## config.mk

```make
export PLATFORM = sky130hd
export DESIGN_NAME = rx_parallel_output_port
export DESIGN_NICKNAME = d
export VERILOG_FILES = /design/src/rx_port_pkg.sv /design/src/sync_two_stage.sv /design/src/rx_parallel_output_port.sv
export SDC_FILE = /design/constraint.sdc
export NUM_CORES = 1
export LEC_CHECK = 0
export BUFFER_PORTS_ARGS = -buffer_cell sky130_fd_sc_hd__buf_2
export CAP_MARGIN = 20
export CORE_MARGIN = 2
export CORE_UTILIZATION = 47
export CTS_CLUSTER_DIAMETER = 60
export CTS_CLUSTER_SIZE = 28
export DETAILED_ROUTE_END_ITERATION = 12
export PLACE_DENSITY = 0.86
export SETUP_SLACK_MARGIN = 0.2
export SLEW_MARGIN = 5
export SYNTH_ARGS = -nofsm -noshare
export SYNTH_HDL_FRONTEND = slang
export SYNTH_SLANG_ARGS = --single-unit
```

## constraint.sdc

```tcl
create_clock -name clk -period 1.7 [get_ports clk]
set_input_delay 0.425 -clock clk [delete_from_list [all_inputs] [get_ports clk]]
set_output_delay 0.425 -clock clk [all_outputs]
set_load 0.05 [all_outputs]
```

## src/rx_port_pkg.sv

```systemverilog
// Purpose: Shared constants and types for the receive parallel output port.
// Assumes: Wishbone data is 32 bits and byte addressed.
// Notes:   Register offsets are byte addresses of aligned words.
package rx_port_pkg;

   // ==========================================================
   // Register map
   localparam logic [7:0] ADDR_CTRL   = 8'h00;
   localparam logic [7:0] ADDR_STATUS = 8'h04;
   localparam logic [7:0] ADDR_MASK   = 8'h08;
   localparam logic [7:0] ADDR_STATE  = 8'h0c;

   // ==========================================================
   // Field layout and reset values
   localparam int          WORD_W        = 10;
   localparam int          CODE_W        = 3;
   localparam int          EVT_W         = 3;
   localparam int          EVT_CHAR      = 0;
   localparam int          EVT_CODE      = 1;
   localparam int          EVT_PWR       = 2;
   localparam logic [1:0]  SELFTEST_OFF  = 2'h0;
   localparam logic [1:0]  SELFTEST_RECV = 2'h2;
   localparam logic [4:0]  CTRL_RESET    = 5'h00;
   localparam logic [EVT_W-1:0] EVT_ZERO = 3'h0;

   typedef struct packed {
      logic       enableTwo;
      logic       enableOne;
      logic [1:0] selftest;
      logic       halfRate;
   } ctrl_s;

   typedef struct packed {
      logic              clkTrue;
      logic              clkComp;
      logic [WORD_W-1:0] word;
      logic              status;
   } link_out_s;

endpackage

```

## src/sync_two_stage.sv

```systemverilog
// Purpose: Two flip-flop synchroniser for levels from another domain.
// Assumes: Each bit is a slow level or is stable around the sampling edge.
// Notes:   Only the second stage may be read by other logic.
`timescale 1ns/100ps
`default_nettype none
module sync_two_stage #(
   parameter int W = 1
) (
   input  wire logic         clk,
   input  wire logic         reset_n,
   input  wire logic         ce,
   input  wire logic [W-1:0] async,
   output var  logic [W-1:0] synced
);
   logic [W-1:0] meta_q;

   always_ff @(posedge clk or negedge reset_n) begin
      if (!reset_n) begin
         meta_q <= '0;
         synced <= '0;
      end else if (ce) begin
         meta_q <= async;
         synced <= meta_q;
      end
   end
endmodule // sync_two_stage
`default_nettype wire

```

## src/rx_parallel_output_port.sv

```systemverilog
// Purpose: Presents recovered characters and self-test status on a parallel
//          bus timed by a complementary output clock pair.
// Assumes: The recovered character clock and the data beside it come from
//          another domain; each character stays stable for at least four
//          clk periods around its rising edge.
// Notes:   The output pair is rebuilt from sampled edges, so it carries up
//          to one clk period of jitter.
//
// Local design decisions: the Wishbone interface to the registers and the placing of the registers.
`timescale 1ns/100ps
`default_nettype none
// Summary of operation
// - Full rate: complementary pair at character rate; data follows true rise.
// - Half rate: clocks at half character rate, data changes on both edges.
// - Self-test enabled: status code shown on the two lowest data bits.
// - Control binary 10: status line and low bits report self-test reception.
// - Power-down flag is high while reclocker output logic is powered down.
// - Reclocker powered down exactly when both output enables are zero.
// - Output clock runs at one tenth or one twentieth of bit rate.
// - Asynchronous active-low reset returns all state to its initial value.
module rx_parallel_output_port (
   input  wire logic        clk,
   input  wire logic        reset_n,
   input  wire logic        ce,
   input  wire logic        charClk,
   input  wire logic [9:0]  charWord,
   input  wire logic [2:0]  selftestCode,
   input  wire logic        wb_cyc_i,
   input  wire logic        wb_stb_i,
   input  wire logic        wb_we_i,
   input  wire logic [7:0]  wb_adr_i,
   input  wire logic [3:0]  wb_sel_i,
   input  wire logic [31:0] wb_dat_i,
   output var  logic [31:0] wb_dat_o,
   output var  logic        wb_ack_o,
   output var  logic        recoveredOutputClockTrue,
   output var  logic        recoveredOutputClockComp,
   output var  logic [9:0]  recoveredParallelWord,
   output var  logic        selftestStatusLine,
   output var  logic        reclockerPowerdownFlag,
   output var  logic        irq
);
   // ==========================================================
   // Input crossing
   localparam int SW = 1 + rx_port_pkg::WORD_W + rx_port_pkg::CODE_W;
   logic [SW-1:0] syncIn;
   logic          clkSync;
   logic          clkPrev_q;
   logic [9:0]    wordSync;
   logic [2:0]    codeSync;

   sync_two_stage #(.W(SW)) u_sync (
      .clk     (clk),
      .reset_n (reset_n),
      .ce      (ce),
      .async   ({charClk, charWord, selftestCode}),
      .synced  (syncIn)
   );

   assign clkSync  = syncIn[SW-1];
   assign wordSync = syncIn[SW-2 -: rx_port_pkg::WORD_W];
   assign codeSync = syncIn[rx_port_pkg::CODE_W-1:0];

   // ==========================================================
   // Control and status registers
   rx_port_pkg::ctrl_s           ctrl_q;
   logic [rx_port_pkg::EVT_W-1:0] status_q;
   logic [rx_port_pkg::EVT_W-1:0] mask_q;
   logic [rx_port_pkg::EVT_W-1:0] events;
   logic [rx_port_pkg::EVT_W-1:0] status_d;
   logic [rx_port_pkg::EVT_W-1:0] clearBits;
   logic [2:0]                    lastCode_q;
   logic                          charRise;
   logic                          charFall;
   logic                          selftestOn;
   logic                          statusValid;
   logic                          powerDown;

   assign charRise    = clkSync & ~clkPrev_q;
   assign charFall    = ~clkSync & clkPrev_q;
   assign selftestOn  = ctrl_q.selftest != rx_port_pkg::SELFTEST_OFF;
   assign statusValid = ctrl_q.selftest == rx_port_pkg::SELFTEST_RECV;
   assign powerDown   = ~(ctrl_q.enableOne | ctrl_q.enableTwo);

   // ==========================================================
   // Output clock pair and data
   rx_port_pkg::link_out_s out_q;
   rx_port_pkg::link_out_s out_d;
   logic [9:0]             wordNext;

   // in self-test the low bits carry the code; the status line carries its top bit only in receive self-test.
   assign wordNext = selftestOn ? {8'h00, codeSync[1:0]} : wordSync;
   // Half rate toggles the pair on every character, so data moves with
   // both of its edges; full rate copies the character clock itself.
   assign out_d.clkTrue = ctrl_q.halfRate ? (out_q.clkTrue ^ charRise)
                                          : (charRise | (out_q.clkTrue
                                             & ~charFall));
   assign out_d.clkComp = ~out_d.clkTrue;
   assign out_d.word    = charRise ? wordNext : out_q.word;
   // Outside receive self-test each character loads the line low as a defined value.
   assign out_d.status  = charRise ? (statusValid & codeSync[2])
                                   : out_q.status;

   // ==========================================================
   // Events and interrupt
   assign events[rx_port_pkg::EVT_CHAR] = charRise;
   assign events[rx_port_pkg::EVT_CODE] = charRise & selftestOn
                                          & (codeSync != lastCode_q);
   assign events[rx_port_pkg::EVT_PWR]  = powerDown
                                          != reclockerPowerdownFlag;

   // ==========================================================
   // Wishbone slave
   logic        wbReq;
   logic        wbWrite;
   logic [31:0] rdData;
   logic [31:0] wrMasked;
   logic [31:0] ctrlWide;
   logic [31:0] ctrlMerged;

   function automatic logic [31:0] laneMerge(input logic [31:0] old,
                                             input logic [31:0] nw,
                                             input logic [3:0]  sel);
      logic [31:0] r;
      r = old;
      for (int i = 0; i < 4; i++) begin
         if (sel[i]) begin
            r[i*8 +: 8] = nw[i*8 +: 8];
         end
      end
      return r;
   endfunction

   assign wbReq    = wb_cyc_i & wb_stb_i;
   // A write lands on the edge that also sees ack, as the master expects.
   assign wbWrite  = wbReq & wb_we_i & wb_ack_o;
   assign ctrlWide = {27'h0, ctrl_q};
   assign ctrlMerged = laneMerge(ctrlWide, wb_dat_i, wb_sel_i);
   assign wrMasked = laneMerge(32'h00000000, wb_dat_i, wb_sel_i);
   assign clearBits = (wbWrite && wb_adr_i == rx_port_pkg::ADDR_STATUS)
                      ? wrMasked[rx_port_pkg::EVT_W-1:0]
                      : rx_port_pkg::EVT_ZERO;
   // A set in the same cycle as its clear wins.
   assign status_d = (status_q & ~clearBits) | events;
   assign rdData =
      (wb_adr_i == rx_port_pkg::ADDR_CTRL)   ? ctrlWide :
      (wb_adr_i == rx_port_pkg::ADDR_STATUS) ? {29'h0, status_q} :
      (wb_adr_i == rx_port_pkg::ADDR_MASK)   ? {29'h0, mask_q} :
      (wb_adr_i == rx_port_pkg::ADDR_STATE)  ?
         {27'h0, reclockerPowerdownFlag, ctrl_q.halfRate, lastCode_q} :
      32'h00000000;

   always_ff @(posedge clk or negedge reset_n) begin
      if (!reset_n) begin
         wb_ack_o <= 1'b0;
         wb_dat_o <= 32'h00000000;
      end else if (ce) begin
         wb_ack_o <= wbReq & ~wb_ack_o;
         wb_dat_o <= (wbReq & ~wb_ack_o) ? rdData : 32'h00000000;
      end
   end

   always_ff @(posedge clk or negedge reset_n) begin
      if (!reset_n) begin
         ctrl_q <= rx_port_pkg::CTRL_RESET;
         mask_q <= rx_port_pkg::EVT_ZERO;
      end else if (ce && wbWrite) begin
         if (wb_adr_i == rx_port_pkg::ADDR_CTRL) begin
            ctrl_q <= ctrlMerged[rx_port_pkg::WORD_W/2-1:0];
         end
         if (wb_adr_i == rx_port_pkg::ADDR_MASK) begin
            mask_q <= wrMasked[rx_port_pkg::EVT_W-1:0];
         end
      end
   end

   always_ff @(posedge clk or negedge reset_n) begin
      if (!reset_n) begin
         clkPrev_q              <= 1'b0;
         out_q                  <= '{clkComp: 1'b1, default: '0};
         lastCode_q             <= 3'h0;
         status_q               <= rx_port_pkg::EVT_ZERO;
         reclockerPowerdownFlag <= 1'b0;
         irq                    <= 1'b0;
      end else if (ce) begin
         clkPrev_q              <= clkSync;
         out_q                  <= out_d;
         lastCode_q             <= charRise ? codeSync : lastCode_q;
         status_q               <= status_d;
         reclockerPowerdownFlag <= powerDown;
         irq                    <= |(status_q & mask_q);
      end
   end

   assign recoveredOutputClockTrue = out_q.clkTrue;
   assign recoveredOutputClockComp = out_q.clkComp;
   assign recoveredParallelWord    = out_q.word;
   assign selftestStatusLine       = out_q.status;
endmodule // rx_parallel_output_port
`default_nettype wire

```

==> run_summary.xml, run 1 <==
<?xml version="1.0" encoding="UTF-8"?>
<metrics>
  <group name="status">
    <metric name="outcome" unit="">completed</metric>
  </group>
  <group name="logic_synthesis">
    <metric name="asyncSetResetFlopFracSynth" unit="">1.000</metric>
    <metric name="synthFlopType" unit="">sky130_fd_sc_hd__dfrtp_1</metric>
    <metric name="yosys.cell_types.count" unit="">36</metric>
    <metric name="netlist_top_cells_area" unit="">sky130_fd_sc_hd__dfrtp_1, sky130_fd_sc_hd__mux2_2, sky130_fd_sc_hd__buf_4, sky130_fd_sc_hd__nand2_1, sky130_fd_sc_hd__mux2i_1</metric>
    <metric name="post_synth_top_area_cell" unit="">sky130_fd_sc_hd__dfrtp_1</metric>
    <metric name="ys.warnings.count" unit="">0</metric>
    <metric name="yosysTopAreaCellShare" unit="">0.5375</metric>
    <metric name="synth_area" unit="um^2">2933</metric>
    <metric name="ys_seq_elements" unit="">64</metric>
    <metric name="synth_seq_area_share" unit="">0.5465</metric>
    <metric name="edff_count_synth" unit="">0</metric>
    <metric name="syn-mean-instance-area" unit="um^2">11.64</metric>
    <metric name="netlist_instances" unit="">252</metric>
  </group>
  <group name="worst_setup_path">
    <metric name="crit_path_start_kind" unit="">input port</metric>
    <metric name="critPathCaptureType" unit="">register</metric>
    <metric name="crit_required" unit="ns">1.92</metric>
    <metric name="crit_fanout" unit="">5</metric>
    <metric name="criticalPathCategory" unit="">in -&gt; reg</metric>
    <metric name="critical_path_arrival" unit="ns">1.70</metric>
  </group>
  <group name="hold_path">
    <metric name="worstHoldPathType" unit="">in -&gt; async</metric>
  </group>
  <group name="floorplanning">
    <metric name="core" unit="um^2">5991</metric>
    <metric name="fp-row-count" unit="">28</metric>
    <metric name="dieWidth" unit="um">83.00</metric>
    <metric name="pin_count" unit="">112</metric>
    <metric name="starting_density_of_the_core" unit="">0.4896</metric>
    <metric name="floorplan.die.height" unit="um">83.00</metric>
    <metric name="die_area" unit="um^2">6888</metric>
  </group>
  <group name="clock_network">
    <metric name="post-cts-setup-buffer-count" unit="">0</metric>
    <metric name="worst_skew_pair.late_latency" unit="ns">0.34</metric>
    <metric name="root_buffer" unit="">sky130_fd_sc_hd__clkbuf_8</metric>
    <metric name="clock_tree.htree_level_count" unit="">3</metric>
    <metric name="cts_hold_repair.buffers" unit="">0</metric>
    <metric name="cts_max_path_buffers" unit="">2</metric>
    <metric name="cts_made_buffers" unit="">9</metric>
    <metric name="cts_num_sinks" unit="">64</metric>
    <metric name="worst_setup_hold_path_clk_slew" unit="ns">0.07</metric>
    <metric name="tritoncts_clock_tree" unit="">yes</metric>
  </group>
  <group name="sta">
    <metric name="fin_skew" unit="ns">0.006831</metric>
    <metric name="timing.final.setup_violations" unit="">0</metric>
    <metric name="finalMaxSlewViolations" unit="">0</metric>
    <metric name="grt_setup_unrepaired" unit="">yes</metric>
    <metric name="timing.hold.ws" unit="ns">0.07652</metric>
    <metric name="max_freq" unit="MHz">677.0</metric>
    <metric name="fin_crit_sh" unit="">0.8688</metric>
    <metric name="timing.final.crit_period" unit="ns">1.477</metric>
    <metric name="final_hold_viol_count" unit="">0</metric>
  </group>
  <group name="global_route">
    <metric name="grt_antenna_before_repair" unit="">0</metric>
    <metric name="grt_pass1_wl" unit="mm">9.059</metric>
    <metric name="grt.overflow.total" unit="">0</metric>
    <metric name="grt.total_usage" unit="">0.1654</metric>
    <metric name="pin_count_of_the_biggest_net_entering_global_routing" unit="">65</metric>
    <metric name="vias_in_the_first_global_route" unit="">1975</metric>
  </group>
  <group name="routing">
    <metric name="drc_errors" unit="">0</metric>
    <metric name="detailroute.via_count" unit="">2028</metric>
    <metric name="via_density_per_instance" unit="">5.083</metric>
    <metric name="route.detailed.wl_per_inst" unit="um">13.73</metric>
    <metric name="detail-route-antenna-nets" unit="">0</metric>
    <metric name="firstDrtPassIters" unit="">4</metric>
    <metric name="totalWireLength" unit="mm">5.479</metric>
    <metric name="detailedRoute.firstIterationViolations" unit="">156</metric>
  </group>
  <group name="power">
    <metric name="cellPowerDensity" unit="nW/um^2">1246</metric>
    <metric name="report.power.total" unit="mW">4.339</metric>
    <metric name="power.leakage" unit="nW">1.715</metric>
    <metric name="ir_worst_vdd" unit="V">0.0007288</metric>
  </group>
  <group name="layout">
    <metric name="antenna-diode-count" unit="">0</metric>
    <metric name="finish.net_count" unit="">383</metric>
    <metric name="mostFrequentLayoutCell" unit="">sky130_fd_sc_hd__dfrtp_1</metric>
    <metric name="post_route_cells_drive_above_1_share" unit="">0.3951</metric>
    <metric name="area.growth.synth_to_final" unit="%">18.73</metric>
    <metric name="most-common-layout-cells" unit="">sky130_fd_sc_hd__dfrtp_1, sky130_fd_sc_hd__buf_2, sky130_fd_sc_hd__mux2_2</metric>
  </group>
  <group name="run">
    <metric name="maxCapViolations" unit="">0</metric>
  </group>
  <group name="place">
    <metric name="post-dp-hpwl" unit="mm">4.013</metric>
    <metric name="port_buffers" unit="">54</metric>
    <metric name="gp_routability_congestion" unit="">0.9073</metric>
  </group>
</metrics>
[Yosys cell counts, types with 2 or more instances]
master                     instances
sky130_fd_sc_hd__o21ai_0          14
sky130_fd_sc_hd__nand2_1          30
sky130_fd_sc_hd__buf_4            27
sky130_fd_sc_hd__a21oi_1           4
sky130_fd_sc_hd__mux2_2           38
sky130_fd_sc_hd__nand3_1           5
sky130_fd_sc_hd__o32ai_1           3
sky130_fd_sc_hd__a22oi_1           2
sky130_fd_sc_hd__inv_1             8
sky130_fd_sc_hd__nor2_1           11
sky130_fd_sc_hd__o211ai_1          3
sky130_fd_sc_hd__nand2b_1          2
sky130_fd_sc_hd__clkbuf_1          8
sky130_fd_sc_hd__a22o_1            2
sky130_fd_sc_hd__dfrtp_1          63
sky130_fd_sc_hd__nand3b_1          2
sky130_fd_sc_hd__mux2i_1           8
sky130_fd_sc_hd__xnor2_1           3
sky130_fd_sc_hd__o22ai_1           2
[metal layers]
metal | vias up | routed length (um) | GRT usage
li1 | 949 | - | -
met1 | 995 | 2462 | 0.2157
met2 | 76 | 2617 | 0.2515
met3 | 8 | 324 | 0.03976
met4 | 0 | 74 | 0.09687
met5 | - | 0 | 0
[flip-flops by register name (all words and copies together) (netlist names), 3 cells and up]
signal                 count
u_sync.synced             14
status_q                   3
ctrlWide                   5
lastCode_q                 3
mask_q                     3
recoveredParallelWord     10
wb_dat_o                   5
u_sync.meta_q             14
[what timing repair did]
action | in CTS | in global routing
endpoints found under the setup margin | 3 | 10
pin swaps | 0 | 0
gates resized for setup | 2 | 4
hold endpoints to repair | 0 | 0
[area by class of cell]
class                   instances  area, um^2
clock inverters                 5       56.30
repair buffers                 67       389.1
clock buffers                  11       141.4
inverters                       8       30.03
fillers                       473        2509
well taps                      75       93.84
multi-input cells             169        1167
flip-flops and latches         64        1604
[worst paths after layout]
kind | from | to | slack (ns) | cells after the start
min | reset_n | wb_dat_o[3] | 0.08 | 2
max | wb_adr_i[5] | ctrlWide[2] | 0.22 | 5
min in group clk | charWord[2] | u_sync.meta_q[5] | 0.32 | 2
max in group asynchronous | reset_n | recoveredOutputClockComp | 1.32 | 2
min reg2reg | recoveredParallelWord[1] | recoveredParallelWord[1] | 0.48 | 2
max reg2reg | wb_ack_o | ctrlWide[2] | 0.29 | 3
[worst max-delay path, cell delays in order]
cell and delay [ns]:
sky130_fd_sc_hd__buf_2 0.11, sky130_fd_sc_hd__nor4_4 0.32, sky130_fd_sc_hd__nand3_2 0.16, sky130_fd_sc_hd__nor3_4 0.29, sky130_fd_sc_hd__mux2_2 0.39
[per-stage QoR]
step	util	cells	setup TNS, ns	setup slack (ns)	cell area, um^2
2_1_floorplan	-	278	0	0.05745	3038
3_3_place_gp	0.5447	383	-1.383	-0.1275	3263
3_5_place_dp	0.5447	383	-1.735	-0.1596	3263
4_1_cts	0.5787	399	0	0.1977	3467
5_1_grt	0.5812	399	0	0.1797	3482
6_report	0.5812	399	0	0.2230	3482
[cell families (layout without fill, tap and decap cells)]
| kind of cell | Yosys count | after routing | share of synthesized area |
|---|---|---|---|
| buffers and inverters | 45 | 91 | 0.09513 |
| flip-flops | 64 | 64 | 0.5465 |
| other | 1 | 27 | 0.001279 |
| multiplexers | 46 | 46 | 0.1732 |
| AO/OA/AOI/OAI | 33 | 33 | 0.07168 |
| XOR/XNOR | 4 | 4 | 0.01195 |
| AND/OR/NAND/NOR | 59 | 59 | 0.1003 |
[power breakdown]
group          internal [mW]  total (mW)  leakage, nW  switching [mW]
clock                  0.714        1.28       0.0993           0.567
sequential              1.76        1.93        0.766           0.163
combinational          0.341        1.13        0.850           0.792
Power figures use the tool's default switching activity.
==> run 2: changes to the inputs <==
Settings changed: BUFFER_PORTS_ARGS -buffer_cell sky130_fd_sc_hd__buf_2 to -buffer_cell sky130_fd_sc_hd__buf_4, SYNTH_HIERARCHICAL set to 1.
==> run 2 against run 1 <==
  * Final cell count is 1.5% lower
  * Via count is 1.3% higher
  * Die area is 3.5% higher
  * Setup slack worse by 0.025 ns
  * Largest cell class unchanged
==> run_summary.xml, run 2 <==
<?xml version="1.0" encoding="UTF-8"?>
<metrics>
  <group name="logic_synthesis">
    <metric name="yosysTopAreaCellShare" unit="">0.5187</metric>
    <metric name="synth_commonest_cells" unit="">sky130_fd_sc_hd__dfrtp_1, sky130_fd_sc_hd__buf_4, sky130_fd_sc_hd__nand2_1</metric>
    <metric name="synth_seq_area_share" unit="">0.5274</metric>
    <metric name="synth_area" unit="um^2">3039</metric>
    <metric name="post_synth_top_area_cell" unit="">sky130_fd_sc_hd__dfrtp_1</metric>
    <metric name="netlist_instances" unit="">246</metric>
    <metric name="edff_count_synth" unit="">0</metric>
    <metric name="yosys.cell_types.count" unit="">40</metric>
    <metric name="synth.most_common_cell" unit="">sky130_fd_sc_hd__dfrtp_1</metric>
    <metric name="asyncSetResetFlopFracSynth" unit="">1.000</metric>
    <metric name="ys.warnings.count" unit="">6</metric>
    <metric name="synthFlopType" unit="">sky130_fd_sc_hd__dfrtp_1</metric>
    <metric name="netlist_top_cells_area" unit="">sky130_fd_sc_hd__dfrtp_1, sky130_fd_sc_hd__mux2_4, sky130_fd_sc_hd__buf_4, sky130_fd_sc_hd__mux2_2, sky130_fd_sc_hd__mux2i_1</metric>
    <metric name="syn-mean-instance-area" unit="um^2">12.35</metric>
    <metric name="ys_seq_elements" unit="">64</metric>
  </group>
  <group name="routing">
    <metric name="drc_errors" unit="">0</metric>
    <metric name="totalWireLength" unit="mm">6.028</metric>
    <metric name="route.detailed.wl_per_inst" unit="um">15.34</metric>
    <metric name="detailroute.via_count" unit="">2055</metric>
    <metric name="detail-route-antenna-nets" unit="">0</metric>
    <metric name="detailedRoute.firstIterationViolations" unit="">197</metric>
    <metric name="via_density_per_instance" unit="">5.229</metric>
    <metric name="firstDrtPassIters" unit="">4</metric>
  </group>
  <group name="layout">
    <metric name="fin_util" unit="">0.5828</metric>
    <metric name="most-common-layout-cells" unit="">sky130_fd_sc_hd__dfrtp_1, sky130_fd_sc_hd__buf_4, sky130_fd_sc_hd__conb_1</metric>
    <metric name="post-route-cell-area" unit="um^2">3680</metric>
    <metric name="fillers" unit="">476</metric>
    <metric name="finish.cell_count_without_fillers" unit="">393</metric>
    <metric name="antenna-diode-count" unit="">0</metric>
    <metric name="finish.net_count" unit="">375</metric>
    <metric name="area.growth.synth_to_final" unit="%">21.08</metric>
    <metric name="mostFrequentLayoutCell" unit="">sky130_fd_sc_hd__dfrtp_1</metric>
    <metric name="post_route_cells_drive_above_1_share" unit="">0.3766</metric>
  </group>
  <group name="floorplanning">
    <metric name="dieWidth" unit="um">84.42</metric>
    <metric name="starting_density_of_the_core" unit="">0.4814</metric>
    <metric name="pin_count" unit="">112</metric>
    <metric name="fp-row-count" unit="">29</metric>
    <metric name="core" unit="um^2">6314</metric>
    <metric name="floorplan.die.height" unit="um">84.42</metric>
    <metric name="die_area" unit="um^2">7126</metric>
  </group>
  <group name="worst_setup_path">
    <metric name="worst_path_buffer_plus_inverter_count" unit="">2</metric>
    <metric name="crit_fanout" unit="">3</metric>
    <metric name="critPathCaptureType" unit="">register</metric>
    <metric name="crit_required" unit="ns">1.92</metric>
    <metric name="critical_path_arrival" unit="ns">1.72</metric>
    <metric name="crit_family" unit="">simple AND/OR/NAND/NOR gates</metric>
    <metric name="critical_path.cell_chain" unit="">buf_6 &gt; nor4_4 &gt; and4b_1 &gt; and3b_2 &gt; buf_6 &gt; mux2_4</metric>
    <metric name="criticalPathCategory" unit="">in -&gt; reg</metric>
    <metric name="cpMaxStageDelayCell" unit="">sky130_fd_sc_hd__mux2_4</metric>
    <metric name="critical_path.max_stage_delay" unit="ns">0.29</metric>
    <metric name="critical_path.most_common_cell" unit="">sky130_fd_sc_hd__buf_6</metric>
    <metric name="crit_path_start_kind" unit="">input port</metric>
  </group>
  <group name="sta">
    <metric name="timing.final.setup_violations" unit="">0</metric>
    <metric name="timing.hold.ws" unit="ns">0.02634</metric>
    <metric name="final_hold_viol_count" unit="">0</metric>
    <metric name="grt_setup_unrepaired" unit="">yes</metric>
    <metric name="final_worst_setup_slack" unit="ns">0.1980</metric>
    <metric name="max_freq" unit="MHz">665.8</metric>
    <metric name="timing.final.crit_period" unit="ns">1.502</metric>
    <metric name="final.setup.tns" unit="ns">0</metric>
    <metric name="fin_skew" unit="ns">0.005308</metric>
    <metric name="fin_crit_sh" unit="">0.8835</metric>
    <metric name="finalMaxSlewViolations" unit="">0</metric>
  </group>
  <group name="power">
    <metric name="report.power.total" unit="mW">4.479</metric>
    <metric name="ir_worst_vdd" unit="V">0.0007016</metric>
    <metric name="p_switching" unit="mW">1.539</metric>
    <metric name="netSwitchingFraction" unit="">0.3437</metric>
    <metric name="clkPwrFrac" unit="">0.281</metric>
    <metric name="cellPowerDensity" unit="nW/um^2">1217</metric>
    <metric name="combinationalPowerShare" unit="">0.282</metric>
    <metric name="power.leakage" unit="nW">1.809</metric>
    <metric name="cellInternalPower" unit="mW">2.939</metric>
    <metric name="seq_power_share" unit="">0.436</metric>
  </group>
  <group name="place">
    <metric name="placement.cell_area" unit="um^2">3473</metric>
    <metric name="port_buffers" unit="">54</metric>
    <metric name="dp_slack" unit="ns">-0.1415</metric>
    <metric name="post-dp-hpwl" unit="mm">4.157</metric>
    <metric name="placed_cells_incl_taps" unit="">377</metric>
    <metric name="gp_routability_congestion" unit="">0.8170</metric>
  </group>
  <group name="global_route">
    <metric name="grt.total_usage" unit="">0.1762</metric>
    <metric name="grt_pass1_wl" unit="mm">9.666</metric>
    <metric name="grt.overflow.total" unit="">0</metric>
    <metric name="grt_antenna_before_repair" unit="">0</metric>
    <metric name="vias_in_the_first_global_route" unit="">1902</metric>
    <metric name="pin_count_of_the_biggest_net_entering_global_routing" unit="">35</metric>
  </group>
  <group name="status">
    <metric name="outcome" unit="">completed</metric>
  </group>
  <group name="clock_network">
    <metric name="cts_max_path_buffers" unit="">2</metric>
    <metric name="worst_setup_hold_path_clk_slew" unit="ns">0.06</metric>
    <metric name="cts_made_buffers" unit="">9</metric>
    <metric name="clock_tree.htree_level_count" unit="">3</metric>
    <metric name="root_buffer" unit="">sky130_fd_sc_hd__clkbuf_8</metric>
    <metric name="tritoncts_clock_tree" unit="">yes</metric>
    <metric name="worst_skew_pair.late_latency" unit="ns">0.34</metric>
    <metric name="cts_num_sinks" unit="">64</metric>
  </group>
  <group name="run">
    <metric name="maxCapViolations" unit="">0</metric>
  </group>
  <group name="hold_path">
    <metric name="worstHoldPathType" unit="">in -&gt; async</metric>
  </group>
</metrics>
## run 2: cell count changes in the layout (fill, tap and decap cells not counted), moves of 5 or more
| cell | delta |
|---|---|
| sky130_fd_sc_hd__mux2_2 | -25 |
| sky130_fd_sc_hd__mux2_4 | +25 |
| sky130_fd_sc_hd__buf_2 | -52 |
| sky130_fd_sc_hd__buf_4 | +47 |
| sky130_fd_sc_hd__nand2_1 | -5 |
## run 2: final cells by class
cell class | count | area (um^2) | share of cell area
Clock inverter | 1 | 30.03 | 0.008160
Timing Repair Buffer | 65 | 519.2 | 0.1411
Inverter | 4 | 15.01 | 0.004080
Sequential cell | 64 | 1604 | 0.4359
Tap cell | 77 | 96.34 | 0.02618
Clock buffer | 15 | 156.4 | 0.04250
Multi-Input combinational cell | 167 | 1259 | 0.3421
## run 2: final timing paths
kind / start / slack [ns] / end / depth (start not counted)
min: reset_n / 0.03 / wb_dat_o[4] / 1
min in group clk: charWord[8] / 0.31 / u_sync/meta_q[11] / 2
min reg2reg: selftestStatusLine / 0.48 / selftestStatusLine / 2
max in group asynchronous: reset_n / 1.16 / u_sync/synced[5] / 2
max: wb_adr_i[5] / 0.20 / ctrlWide[0] / 6
max reg2reg: wb_ack_o / 0.29 / ctrlWide[0] / 5
## run 2: cells by family after synthesis
family | count (synthesis) | synth area share
mux | 49 | 0.2017
buf+inv | 41 | 0.1000
compound gates | 29 | 0.06299
xor+xnor | 4 | 0.01153
flops | 64 | 0.5274
simple gates | 58 | 0.09511
other cells | 1 | 0.001234
## run 2: power groups by stage
stage	Sequential, mW	Clock, mW	Combinational (mW)
5_1_grt	1.98	1.35	1.34
6_report	1.95	1.26	1.26
2_1_floorplan	2.31	0	0.560
4_1_cts	1.95	1.28	1.27
3_3_place_gp	1.95	0	1.22
3_5_place_dp	1.97	0	1.25
## run 2: what timing repair did
item	in CTS	in global routing
hold buffers	0	0
gates resized for setup	0	6
endpoints found under the setup margin	0	9
buffers inserted	0	0
## run 2: metal layers
metal | GRT usage | wire (um) | up-vias
met5 | 0 | 0 | -
met4 | 0.08225 | 116 | 0
met3 | 0.03933 | 300 | 11
met2 | 0.2734 | 3065 | 96
met1 | 0.2375 | 2546 | 1008
li1 | - | - | 940
